==> src/logic/zqc_pkg.sv <==
package zqc_pkg;

  // ==========================================================
  // clock and timing
  // ==========================================================
  localparam int CLK_PERIOD_NS          = 100;
  localparam int INIT_CAL_PERIOD_NS     = 102400;
  localparam int OPER_CAL_PERIOD_NS     = 51200;
  // both times round down to whole cycles
  localparam int INIT_CAL_CYCLES        = INIT_CAL_PERIOD_NS / CLK_PERIOD_NS;
  localparam int OPER_CAL_CYCLES        = OPER_CAL_PERIOD_NS / CLK_PERIOD_NS;
  localparam int CNT_W                  = 11;
  localparam logic [CNT_W-1:0] INIT_CNT = CNT_W'(INIT_CAL_CYCLES);
  localparam logic [CNT_W-1:0] OPER_CNT = CNT_W'(OPER_CAL_CYCLES);
  // width of the counter that spaces comparator driven code steps 16 cycles apart
  localparam int STEP_W                 = 4;

  // ==========================================================
  // field widths and reset values
  // ==========================================================
  localparam int CODE_W                 = 5;
  localparam logic [CODE_W-1:0] CODE_RST = 5'h10;
  localparam logic [CODE_W-1:0] CODE_MAX = 5'h1f;
  localparam int RTT_W                  = 3;
  localparam logic [RTT_W-1:0] RTT_OFF  = 3'h0;
  localparam logic [RTT_W-1:0] NOM_DIS  = 3'h0;

  // synchroniser bit positions
  localparam int SYN_W                  = 6;
  localparam int SYN_LCK                = 0;
  localparam int SYN_CKE                = 1;
  localparam int SYN_LONG               = 2;
  localparam int SYN_SHORT              = 3;
  localparam int SYN_ODT                = 4;
  localparam int SYN_CMP                = 5;

  // calibration sequencer
  typedef enum logic [2:0] {
    ZQC_IDLE = 3'h1,
    ZQC_CAL  = 3'h2,
    ZQC_XFER = 3'h4
  } zqc_state_t;

endpackage

==> src/logic/zqc_sync.sv <==
`timescale 1ns/1ps
module zqc_sync #(
  parameter int W = 1
) (
  input  wire logic         clk,
  input  wire logic         rst,
  input  wire logic [W-1:0] async_in,
  output logic      [W-1:0] sync_out
);

  logic [W-1:0] meta_q;

  // ==========================================================
  // two flops per bit, first flop feeds only the second
  // ==========================================================
  for (genvar i = 0; i < W; i++) begin : g_bit
    always_ff @(posedge clk) begin
      if (rst) begin
        meta_q[i]   <= 1'b0;
        sync_out[i] <= 1'b0;
      end else begin
        meta_q[i]   <= async_in[i];
        sync_out[i] <= meta_q[i];
      end
    end
  end

endmodule

==> src/logic/zqc_top.sv <==
`timescale 1ns/1ps
module zqc_top (
  input  wire logic                       CLOCK,
  input  wire logic                       RST,
  input  wire logic                       LINK_CK,
  input  wire logic                       CKE,
  input  wire logic                       LONG_IMPEDANCE_CALIBRATION_CMD,
  input  wire logic                       SHORT_IMPEDANCE_CALIBRATION_CMD,
  input  wire logic                       ODT,
  input  wire logic                       CAL_CMP_HIGH,
  input  wire logic                       SELF_REFRESH,
  input  wire logic [zqc_pkg::RTT_W-1:0]  PARKED_TERMINATION_VALUE,
  input  wire logic [zqc_pkg::RTT_W-1:0]  NOMINAL_TERMINATION_VALUE,
  input  wire logic                       TDQS_ENABLE,
  output logic                            CAL_BUSY,
  output logic                            CAL_FIRST_DONE,
  output logic                            CAL_DONE_PULSE,
  output logic [zqc_pkg::CODE_W-1:0]      DRIVER_IMP_CODE,
  output logic [zqc_pkg::CODE_W-1:0]      TERM_IMP_CODE,
  output logic [zqc_pkg::RTT_W-1:0]       DQ_TERM_VALUE,
  output logic [zqc_pkg::RTT_W-1:0]       TDQS_TERM_VALUE
);
  import zqc_pkg::*;

  // ==========================================================
  // pin synchronisers
  // ==========================================================
  logic [SYN_W-1:0] pins_raw;
  logic [SYN_W-1:0] pins_s;

  assign pins_raw[SYN_LCK]   = LINK_CK;
  assign pins_raw[SYN_CKE]   = CKE;
  assign pins_raw[SYN_LONG]  = LONG_IMPEDANCE_CALIBRATION_CMD;
  assign pins_raw[SYN_SHORT] = SHORT_IMPEDANCE_CALIBRATION_CMD;
  assign pins_raw[SYN_ODT]   = ODT;
  assign pins_raw[SYN_CMP]   = CAL_CMP_HIGH;

  zqc_sync #(
    .W        (SYN_W)
  ) u_sync (
    .clk      (CLOCK),
    .rst      (RST),
    .async_in (pins_raw),
    .sync_out (pins_s)
  );

  // ==========================================================
  // link clock edge detection and command capture
  // ==========================================================
  logic lck_prev_q;
  logic lck_rise;
  logic long_cmd;
  logic short_cmd;

  // link clock, clock enable and command pins pass the same two flops, so they stay aligned to the edge
  always_ff @(posedge CLOCK) begin
    if (RST) begin
      lck_prev_q <= 1'b0;
    end else begin
      lck_prev_q <= pins_s[SYN_LCK];
    end
  end

  assign lck_rise  = pins_s[SYN_LCK] & ~lck_prev_q;
  // commands only count on a link edge with clock enable high
  assign long_cmd  = lck_rise & pins_s[SYN_CKE] & pins_s[SYN_LONG];
  // short form is decoded only to be dropped
  assign short_cmd = lck_rise & pins_s[SYN_CKE] & pins_s[SYN_SHORT];

  // ==========================================================
  // calibration sequencer
  // ==========================================================
  zqc_state_t       state_q;
  zqc_state_t       state_d;
  logic [CNT_W-1:0] cnt_q;
  logic             first_done_q;
  logic             cnt_end;

  assign cnt_end = (cnt_q == '0);

  // next state; a short command never leaves idle
  always_comb begin
    state_d = state_q;
    unique case (state_q)
      ZQC_IDLE: begin
        if (long_cmd) begin
          state_d = ZQC_CAL;
        end
      end
      ZQC_CAL: begin
        if (cnt_end) begin
          state_d = ZQC_XFER;
        end
      end
      ZQC_XFER: begin
        state_d = ZQC_IDLE;
      end
      default: begin
        state_d = ZQC_IDLE;
      end
    endcase
  end

  always_ff @(posedge CLOCK) begin
    if (RST) begin
      state_q <= ZQC_IDLE;
    end else begin
      state_q <= state_d;
    end
  end

  // period counter: first run after reset gets the long budget
  always_ff @(posedge CLOCK) begin
    if (RST) begin
      cnt_q <= '0;
    end else if (state_q == ZQC_IDLE && long_cmd) begin
      cnt_q <= first_done_q ? OPER_CNT - 1'b1 : INIT_CNT - 1'b1;
    end else if (state_q == ZQC_CAL && !cnt_end) begin
      cnt_q <= cnt_q - 1'b1;
    end
  end

  // remembers that the initial calibration has completed
  always_ff @(posedge CLOCK) begin
    if (RST) begin
      first_done_q <= 1'b0;
    end else if (state_q == ZQC_XFER) begin
      first_done_q <= 1'b1;
    end
  end

  // ==========================================================
  // calibration engine: comparator steers a tracking code
  // ==========================================================
  logic [CODE_W-1:0] eng_code_q;
  logic [STEP_W-1:0] step_q;
  logic              step_now;

  assign step_now = (step_q == '0);

  // comparator needs time to settle after each code change
  always_ff @(posedge CLOCK) begin
    if (RST) begin
      step_q <= '0;
    end else if (state_q != ZQC_CAL) begin
      step_q <= '1;
    end else begin
      step_q <= step_q - 1'b1;
    end
  end

  // saturating up/down track; a full-range sweep needs 31 of the 32 steps in the operating period
  always_ff @(posedge CLOCK) begin
    if (RST) begin
      eng_code_q <= CODE_RST;
    end else if (state_q == ZQC_CAL && step_now) begin
      if (pins_s[SYN_CMP] && eng_code_q != '0) begin
        eng_code_q <= eng_code_q - 1'b1;
      end else if (!pins_s[SYN_CMP] && eng_code_q != CODE_MAX) begin
        eng_code_q <= eng_code_q + 1'b1;
      end
    end
  end

  // ==========================================================
  // transfer to the I/O, only at the end of a long calibration
  // ==========================================================
  // self-refresh exit has no path in here, so no silent recalibration
  always_ff @(posedge CLOCK) begin
    if (RST) begin
      DRIVER_IMP_CODE <= CODE_RST;
      TERM_IMP_CODE   <= CODE_RST;
    end else if (state_q == ZQC_XFER) begin
      DRIVER_IMP_CODE <= eng_code_q;
      TERM_IMP_CODE   <= eng_code_q;
    end
  end

  // status flags
  always_ff @(posedge CLOCK) begin
    if (RST) begin
      CAL_BUSY       <= 1'b0;
      CAL_FIRST_DONE <= 1'b0;
      CAL_DONE_PULSE <= 1'b0;
    end else begin
      CAL_BUSY       <= (state_d != ZQC_IDLE);
      CAL_FIRST_DONE <= first_done_q | (state_q == ZQC_XFER);
      CAL_DONE_PULSE <= (state_q == ZQC_XFER);
    end
  end

  // ==========================================================
  // termination control
  // ==========================================================
  logic             odt_honoured;
  logic             term_on;
  logic [RTT_W-1:0] dq_term_d;
  logic             unused_short;

  // the pin counts only outside self-refresh with nominal enabled
  assign odt_honoured = (NOMINAL_TERMINATION_VALUE != NOM_DIS) & ~SELF_REFRESH;
  // ignored pin leaves parked termination on; honoured pin gates it
  // next state is included so termination drops with busy, not a cycle late
  assign term_on      = ~SELF_REFRESH
                        & (state_q == ZQC_IDLE)
                        & (state_d == ZQC_IDLE)
                        & (~odt_honoured | pins_s[SYN_ODT]);
  // either the parked value or nothing; no nominal or dynamic value
  assign dq_term_d    = term_on ? PARKED_TERMINATION_VALUE : RTT_OFF;
  // short command has no effect on any code or value
  assign unused_short = short_cmd;

  always_ff @(posedge CLOCK) begin
    if (RST) begin
      DQ_TERM_VALUE   <= RTT_OFF;
      TDQS_TERM_VALUE <= RTT_OFF;
    end else begin
      DQ_TERM_VALUE   <= dq_term_d;
      TDQS_TERM_VALUE <= TDQS_ENABLE ? dq_term_d : RTT_OFF;
    end
  end

endmodule

==> config.mk <==
export PLATFORM = sky130hd
export DESIGN_NAME = zqc_top
export DESIGN_NICKNAME = d
export VERILOG_FILES = /design/src/logic/zqc_pkg.sv /design/src/logic/zqc_sync.sv /design/src/logic/zqc_top.sv
export SDC_FILE = /design/constraint.sdc
export NUM_CORES = 1
export LEC_CHECK = 0
export BUFFER_PORTS_ARGS = -buffer_cell sky130_fd_sc_hd__buf_2
export CAP_MARGIN = 20
export CORE_MARGIN = 10
export CORE_UTILIZATION = 31
export DETAILED_ROUTE_END_ITERATION = 16
export SLEW_MARGIN = 15
export SYNTH_ARGS = -nofsm -noshare
export SYNTH_HDL_FRONTEND = slang
export SYNTH_SLANG_ARGS = --single-unit
==> constraint.sdc <==
create_clock -name CLOCK -period 3.7 [get_ports CLOCK]
set_clock_uncertainty 0.2 [all_clocks]
set_input_delay 0.185 -clock CLOCK [delete_from_list [all_inputs] [get_ports CLOCK]]
set_output_delay 0.185 -clock CLOCK [all_outputs]
set_load 0.05 [all_outputs]
* Word-level counts from Yosys, hierarchy flattened
Index checks and enable logic that the tools add are counted.
** Operators by class
- Bitwise operators :: 13
- Muxes and demuxes :: 10
- Eq/ne operators :: 7
- Reduce and logical (&&, ||, !) cells :: 15
- $add $sub $neg :: 4
** Operators by type and width (count)
- $mux W11 :: 2
- $logic_not A11 Y1 :: 1
- $sub A11 B1 Y11 const B :: 1
- $mux W10 :: 1
- $mux W5 :: 2
- $mux W3 :: 3
- $and A1 B1 Y1 :: 7
- $eq A3 B1 Y1 const B :: 2
- $pmux W3 S2 :: 1
- $add A5 B1 Y5 const B :: 1
- $logic_and A1 B1 Y1 :: 5
- $ne A5 B5 Y1 const B :: 1
- $reduce_bool A5 Y1 :: 1
- $sub A5 B1 Y5 const B :: 1
- $logic_not A4 Y1 :: 1
- $mux W4 :: 1
- $not A1 Y1 :: 4
- $reduce_bool A2 Y1 :: 2
- $sub A4 B1 Y4 const B :: 1
- $eq A3 B2 Y1 const B :: 1
- $eq A3 B3 Y1 const B :: 1
- $ne A3 B1 Y1 const B :: 1
- $ne A3 B2 Y1 const B :: 1
- $reduce_bool A3 Y1 :: 1
- 4 further kinds :: 6
** Word-level totals
- Register bits after elaboration :: 49
- Logic and storage cells :: 71

* Longest topological paths before layout
- Depth after elaboration :: 10
- Gate-level depth with buffers :: 7

* Cells and area by module
Synthesis repeated with hierarchy kept, for this count alone.
** Second synthesis, totals
- Cell total of the unflattened synthesis :: 212
- Area, all modules :: 2152.1 um2
** By module, submodules not included
- zqc_top :: instances 1, area an instance 1785.5 um2, cells each 187, sequential area each 780.7 um2
- zqc_sync :: instances 1, area an instance 366.6 um2, cells each 25, sequential area each 240.2 um2

* Worst setup path after synthesis
OpenSTA, ideal clock, no wires.
- Kind :: reg-to-reg
- Start :: register eng_code_q[0]
- End :: register eng_code_q[4]
- Cell stages (with the launch flop) :: 8
- Required time :: 3428 ps
- Path slack :: 1261 ps
- Buffers on the path :: 0
- Setup time :: 72 ps
- Arrival time :: 2167 ps
- Path through :: dfxtp_1 > or4_4 > o21a_1 > fa_1 > nand3_1 > a21boi_0 > nor4_1 > mux2i_1
** On the way
- Word-level cells in the longest chain between the ends :: 4
** RTL lines
- start, declared :: line zqc_top.sv:135 : logic [CODE_W-1:0] eng_code_q;
- start signal, assigned :: line zqc_top.sv:158 : eng_code_q <= eng_code_q - 1'b1;
- start signal, assigned :: line zqc_top.sv:160 : eng_code_q <= eng_code_q + 1'b1;
- parallel branches: the longest is 4 deep, another holds $add A5 B1 Y5
Several ways; the timed one is not identified. The select of a mux whose other input is x is not followed.
A chain may end at the register's enable or synchronous reset.

* Worst setup path after layout
Same ends and word-level chain as after synthesis.

==> impl_metrics.tcl <==
set metrics [dict create \
    power_density_nw_per_um2 366 \
    outcome "finished clean" \
    io_pins 35 \
    timing.reg2reg.setup_slack_ns 1.08 \
    initial_core_util_pct 32.1 \
    synth_area_um2 2050 \
    coreArea_um2 6390 \
    drive_gt1_share_pct 20.2 \
    clkTransAtPathRegs_ns 0.09 \
    mappedNetlistNets 231 \
    clock_sink_count 49 \
    hp-start "SELF_REFRESH" \
    num_vias 1621 \
    totalWireLength_um 4130 \
    io_buffers 33 \
    totalNegativeSetupSlack_ns 0 \
    placedInstanceArea_um2 2260 \
    timing.reg2reg.worst_path_depth 7 \
    netlist.area_leader.share_pct 47.8 \
    synth_cell_type_count 48 \
    drt.antenna.violating_nets 0 \
    finish.instance_area_um2 2430 \
    critical_path_peak_fanout 7 \
    synth_ff_type "sky130_fd_sc_hd__dfxtp_1" \
    post_synth.cell_area_avg_um2 9.87 \
    yosysWarnings 0 \
    dp_hpwl_um 2850 \
    crit_arrival_ns 2.66 \
    timing.max_cap.violations 0 \
    max_vdd_drop_uv 156 \
    timing.final.crit_period_ns 2.62 \
    maxSlewViolCount 0 \
    endpoint_kind "flop" \
    slowest_cell_on_crit_path "sky130_fd_sc_hd__or4_4" \
    drt_iter0_drc 61 \
    critPathTopFamily "simple AND/OR/NAND/NOR gates" \
    chipWidth_um 101 \
    hold_end "DQ_TERM_VALUE[2]$_SDFF_PP0_" \
    total_routing_resource_utilization_after_global_routing_pct 8.20 \
    worst_r2r_endpoint "eng_code_q[4]$_SDFFE_PP1P_" \
    dr.pass1.iters 4 \
    synth_top_cell_by_area "sky130_fd_sc_hd__dfxtp_1" \
    power.static_leakage_nw 0.973 \
    slowest_delay_ns 0.57 \
    die_y_um 101 \
    setup.worst_path.class "reg2reg" \
    first_global_vias 1554 \
    cts.htree.levels 2 \
    fin_util_pct 38.1 \
    post-cts-setup-buffer-count 0 \
    number_of_antenna_violations_at_the_first_check_in_global_routing 0 \
    final_number_of_setup_violating_endpoints 0 \
    clock_latency_ns 0.30 \
    grt_start_max_net_pins 42 \
    worst_case_headroom_to_the_max_slew_limit_pct 51.1 \
    drc 0 \
    die_area_um2 10300 \
    synth-edff-count 0 \
    timing.hold.worst_path_depth 4 \
    numnets_final 269 \
    max-clock-path-buffers 2 \
    critPathBufInv 0 \
    ratio_of_final_minimum_period_to_clock_period_pct 70.8 \
    rows 29 \
    post_synth_main_area_contributors "sky130_fd_sc_hd__dfxtp_1 48%, sky130_fd_sc_hd__nor2b_1 4.0%, sky130_fd_sc_hd__ha_1 3.7%" \
    global_route_wire_length_before_repair_um 7020 \
    sequential_to_total_area_share_from_yosys_stat_pct 47.8 \
    hold_viol_final 0 \
    synth_cells 208 \
    hold_path_class "in2reg" \
    area.growth.synth_to_final_pct 18.5 \
    synthArstFlopShare_pct 0 \
    wl_per_cell_um 12.8 \
    tightest_slew_ns 0.733 \
    post_cts_resized 0 \
    crit_path_cell_trace "or4_4, o21a_1, ha_1, a21oi_1, a21boi_0, nor4_1, mux2i_1" \
    root_driver "sky130_fd_sc_hd__clkbuf_8" \
    fmax_mhz 382 \
    ys_ff_latch 49 \
    setup_repair_after_global_routing_missed_its_margin "false" \
    critical_path_rt_ns 3.74 \
    critPathLaunchType "flop" \
    globalRouteOverflowTotal 0 \
    regToRegStartpoint "eng_code_q[0]$_SDFFE_PP0P_" \
    globalplace.congestion 0.727 \
    viasPerCell 5.00 \
    number_of_buffers_created_by_cts 5 \
    cts_tree "built" \
    diodes 0 \
]
stage by stage:
step,power (W),cells,worst slack (ns),hold slack (ns)
4_1_cts,0.000904,324,1.07,0.110
3_3_place_gp,0.000590,307,1.11,0.195
3_5_place_dp,0.000591,307,1.10,0.197
6_report,0.000890,324,1.08,0.122
2_1_floorplan,0.000578,208,1.26,0.113
5_1_grt,0.000928,324,0.861,0.202
tightest hold or removal path, stage by stage:
cell and delay [ns]:
sky130_fd_sc_hd__buf_2 0.07, sky130_fd_sc_hd__nor2_1 0.03, sky130_fd_sc_hd__o2111ai_1 0.23, sky130_fd_sc_hd__nor2_1 0.06
layer usage:
layer	global-route usage (%)	up-vias	routed length, µm
met4	2.89	0	57
met1	9.46	767	1870
met2	14.0	25	2060
li1	-	823	-
met3	2.45	6	154
met5	0	-	0
worst max-delay path by stage:
| stage | start | end | slack, ns | depth (start not counted) |
|---|---|---|---|---|
| finish | eng_code_q[0]$_SDFFE_PP0P_ | eng_code_q[4]$_SDFFE_PP1P_ | 1.08 | 7 |
| global route | eng_code_q[0]$_SDFFE_PP0P_ | eng_code_q[4]$_SDFFE_PP1P_ | 0.86 | 7 |
| CTS | eng_code_q[0]$_SDFFE_PP0P_ | eng_code_q[4]$_SDFFE_PP1P_ | 1.07 | 7 |
| detailed placement | eng_code_q[0]$_SDFFE_PP0P_ | eng_code_q[4]$_SDFFE_PP1P_ | 1.10 | 7 |
| global placement | eng_code_q[0]$_SDFFE_PP0P_ | eng_code_q[4]$_SDFFE_PP1P_ | 1.11 | 7 |
| floorplan | eng_code_q[0]$_SDFFE_PP0P_ | eng_code_q[4]$_SDFFE_PP1P_ | 1.26 | 7 |
where the power goes:
group	leakage, nW	internal [W]	switching, W	total, W
clock	0.0385	0.000134	0.000171	0.000305
combinational	0.536	0.0000224	0.0000232	0.0000456
sequential	0.399	0.000536	0.00000353	0.000539
total	0.973	0.000692	0.000198	0.000890
Yosys cell counts (2+ instances only):
library cell	count
sky130_fd_sc_hd__o2111ai_1	2
sky130_fd_sc_hd__nand2_1	5
sky130_fd_sc_hd__nor2_1	14
sky130_fd_sc_hd__ha_1	6
sky130_fd_sc_hd__or3_1	3
sky130_fd_sc_hd__a311oi_1	3
sky130_fd_sc_hd__nand4_1	3
sky130_fd_sc_hd__or4_4	2
sky130_fd_sc_hd__a211oi_1	3
sky130_fd_sc_hd__clkbuf_1	6
sky130_fd_sc_hd__nor3b_1	4
sky130_fd_sc_hd__dfxtp_1	49
sky130_fd_sc_hd__a21oi_1	13
sky130_fd_sc_hd__nor4_1	4
sky130_fd_sc_hd__nor3b_2	3
sky130_fd_sc_hd__and2_1	2
sky130_fd_sc_hd__nand3_1	3
sky130_fd_sc_hd__o21ai_0	2
sky130_fd_sc_hd__nand4b_1	2
sky130_fd_sc_hd__nand2b_1	2
sky130_fd_sc_hd__nor3_1	13
sky130_fd_sc_hd__mux2i_1	6
sky130_fd_sc_hd__buf_4	5
sky130_fd_sc_hd__nor2b_1	13
sky130_fd_sc_hd__o211ai_1	3
sky130_fd_sc_hd__inv_1	11
sky130_fd_sc_hd__xnor2_1	5
logic make-up (layout without fill, tap and decap cells):
logic type / after synthesis / after routing / synth area share [%]
adders and majority gates: 7 / 7 / 4.63
xor gates and xnor gates: 6 / 6 / 2.56
DFF: 49 / 49 / 47.8
buffers and inverters: 23 / 62 / 5.12
and+or+nand+nor: 79 / 79 / 23.4
muxes: 6 / 6 / 2.93
AOI/OAI and AO/OA: 38 / 38 / 13.5
state kept, by name, indices dropped and copies added, names as in the netlist, 3 cells and up:
name,flops
step_q,4
u_sync.sync_out,5
eng_code_q,5
DQ_TERM_VALUE,3
cnt_q,11
u_sync.meta_q,5
TDQS_TERM_VALUE,3
TERM_IMP_CODE,5
state_q,3
layout make-up:
type | count | area (µm²)
clock inverters | 1 | 7.51
fillers | 667 | 3960
flip-flops and latches | 49 | 981
well taps | 77 | 96.3
clock buffers | 7 | 76.3
inverters | 11 | 41.3
repair buffers | 43 | 263
multi-input cells | 136 | 966
layout by cell type, fill, tap and decap left out, types with 2 or more instances in the layout:
master                           n
sky130_fd_sc_hd__nand4_1         3
sky130_fd_sc_hd__nor4_1          4
sky130_fd_sc_hd__nand2_1         5
sky130_fd_sc_hd__a311oi_1        3
sky130_fd_sc_hd__and2_1          2
sky130_fd_sc_hd__a21oi_1        13
sky130_fd_sc_hd__o2111ai_1       2
sky130_fd_sc_hd__nor3_1         13
sky130_fd_sc_hd__buf_2          33
sky130_fd_sc_hd__o21ai_0         2
sky130_fd_sc_hd__a211oi_1        3
sky130_fd_sc_hd__nor2_1         14
sky130_fd_sc_hd__dfxtp_1        49
sky130_fd_sc_hd__nand3_1         3
sky130_fd_sc_hd__ha_1            6
sky130_fd_sc_hd__clkbuf_8        5
sky130_fd_sc_hd__nor3b_1         4
sky130_fd_sc_hd__dlygate4sd3_1   9
sky130_fd_sc_hd__or4_4           2
sky130_fd_sc_hd__mux2i_1         6
sky130_fd_sc_hd__inv_1          11
sky130_fd_sc_hd__or3_1           3
sky130_fd_sc_hd__nand4b_1        2
sky130_fd_sc_hd__nand2b_1        2
sky130_fd_sc_hd__o211ai_1        3
sky130_fd_sc_hd__nor2b_1        13
sky130_fd_sc_hd__xnor2_1         5
sky130_fd_sc_hd__clkbuf_1        2
sky130_fd_sc_hd__nor3b_2         3
what timing repair did:
action,4_1_cts,5_1_grt
endpoints found under the setup margin,0,0
hold buffers,9,0
endpoints found under the hold margin,11,0
(Power assumes the default switching activity.)
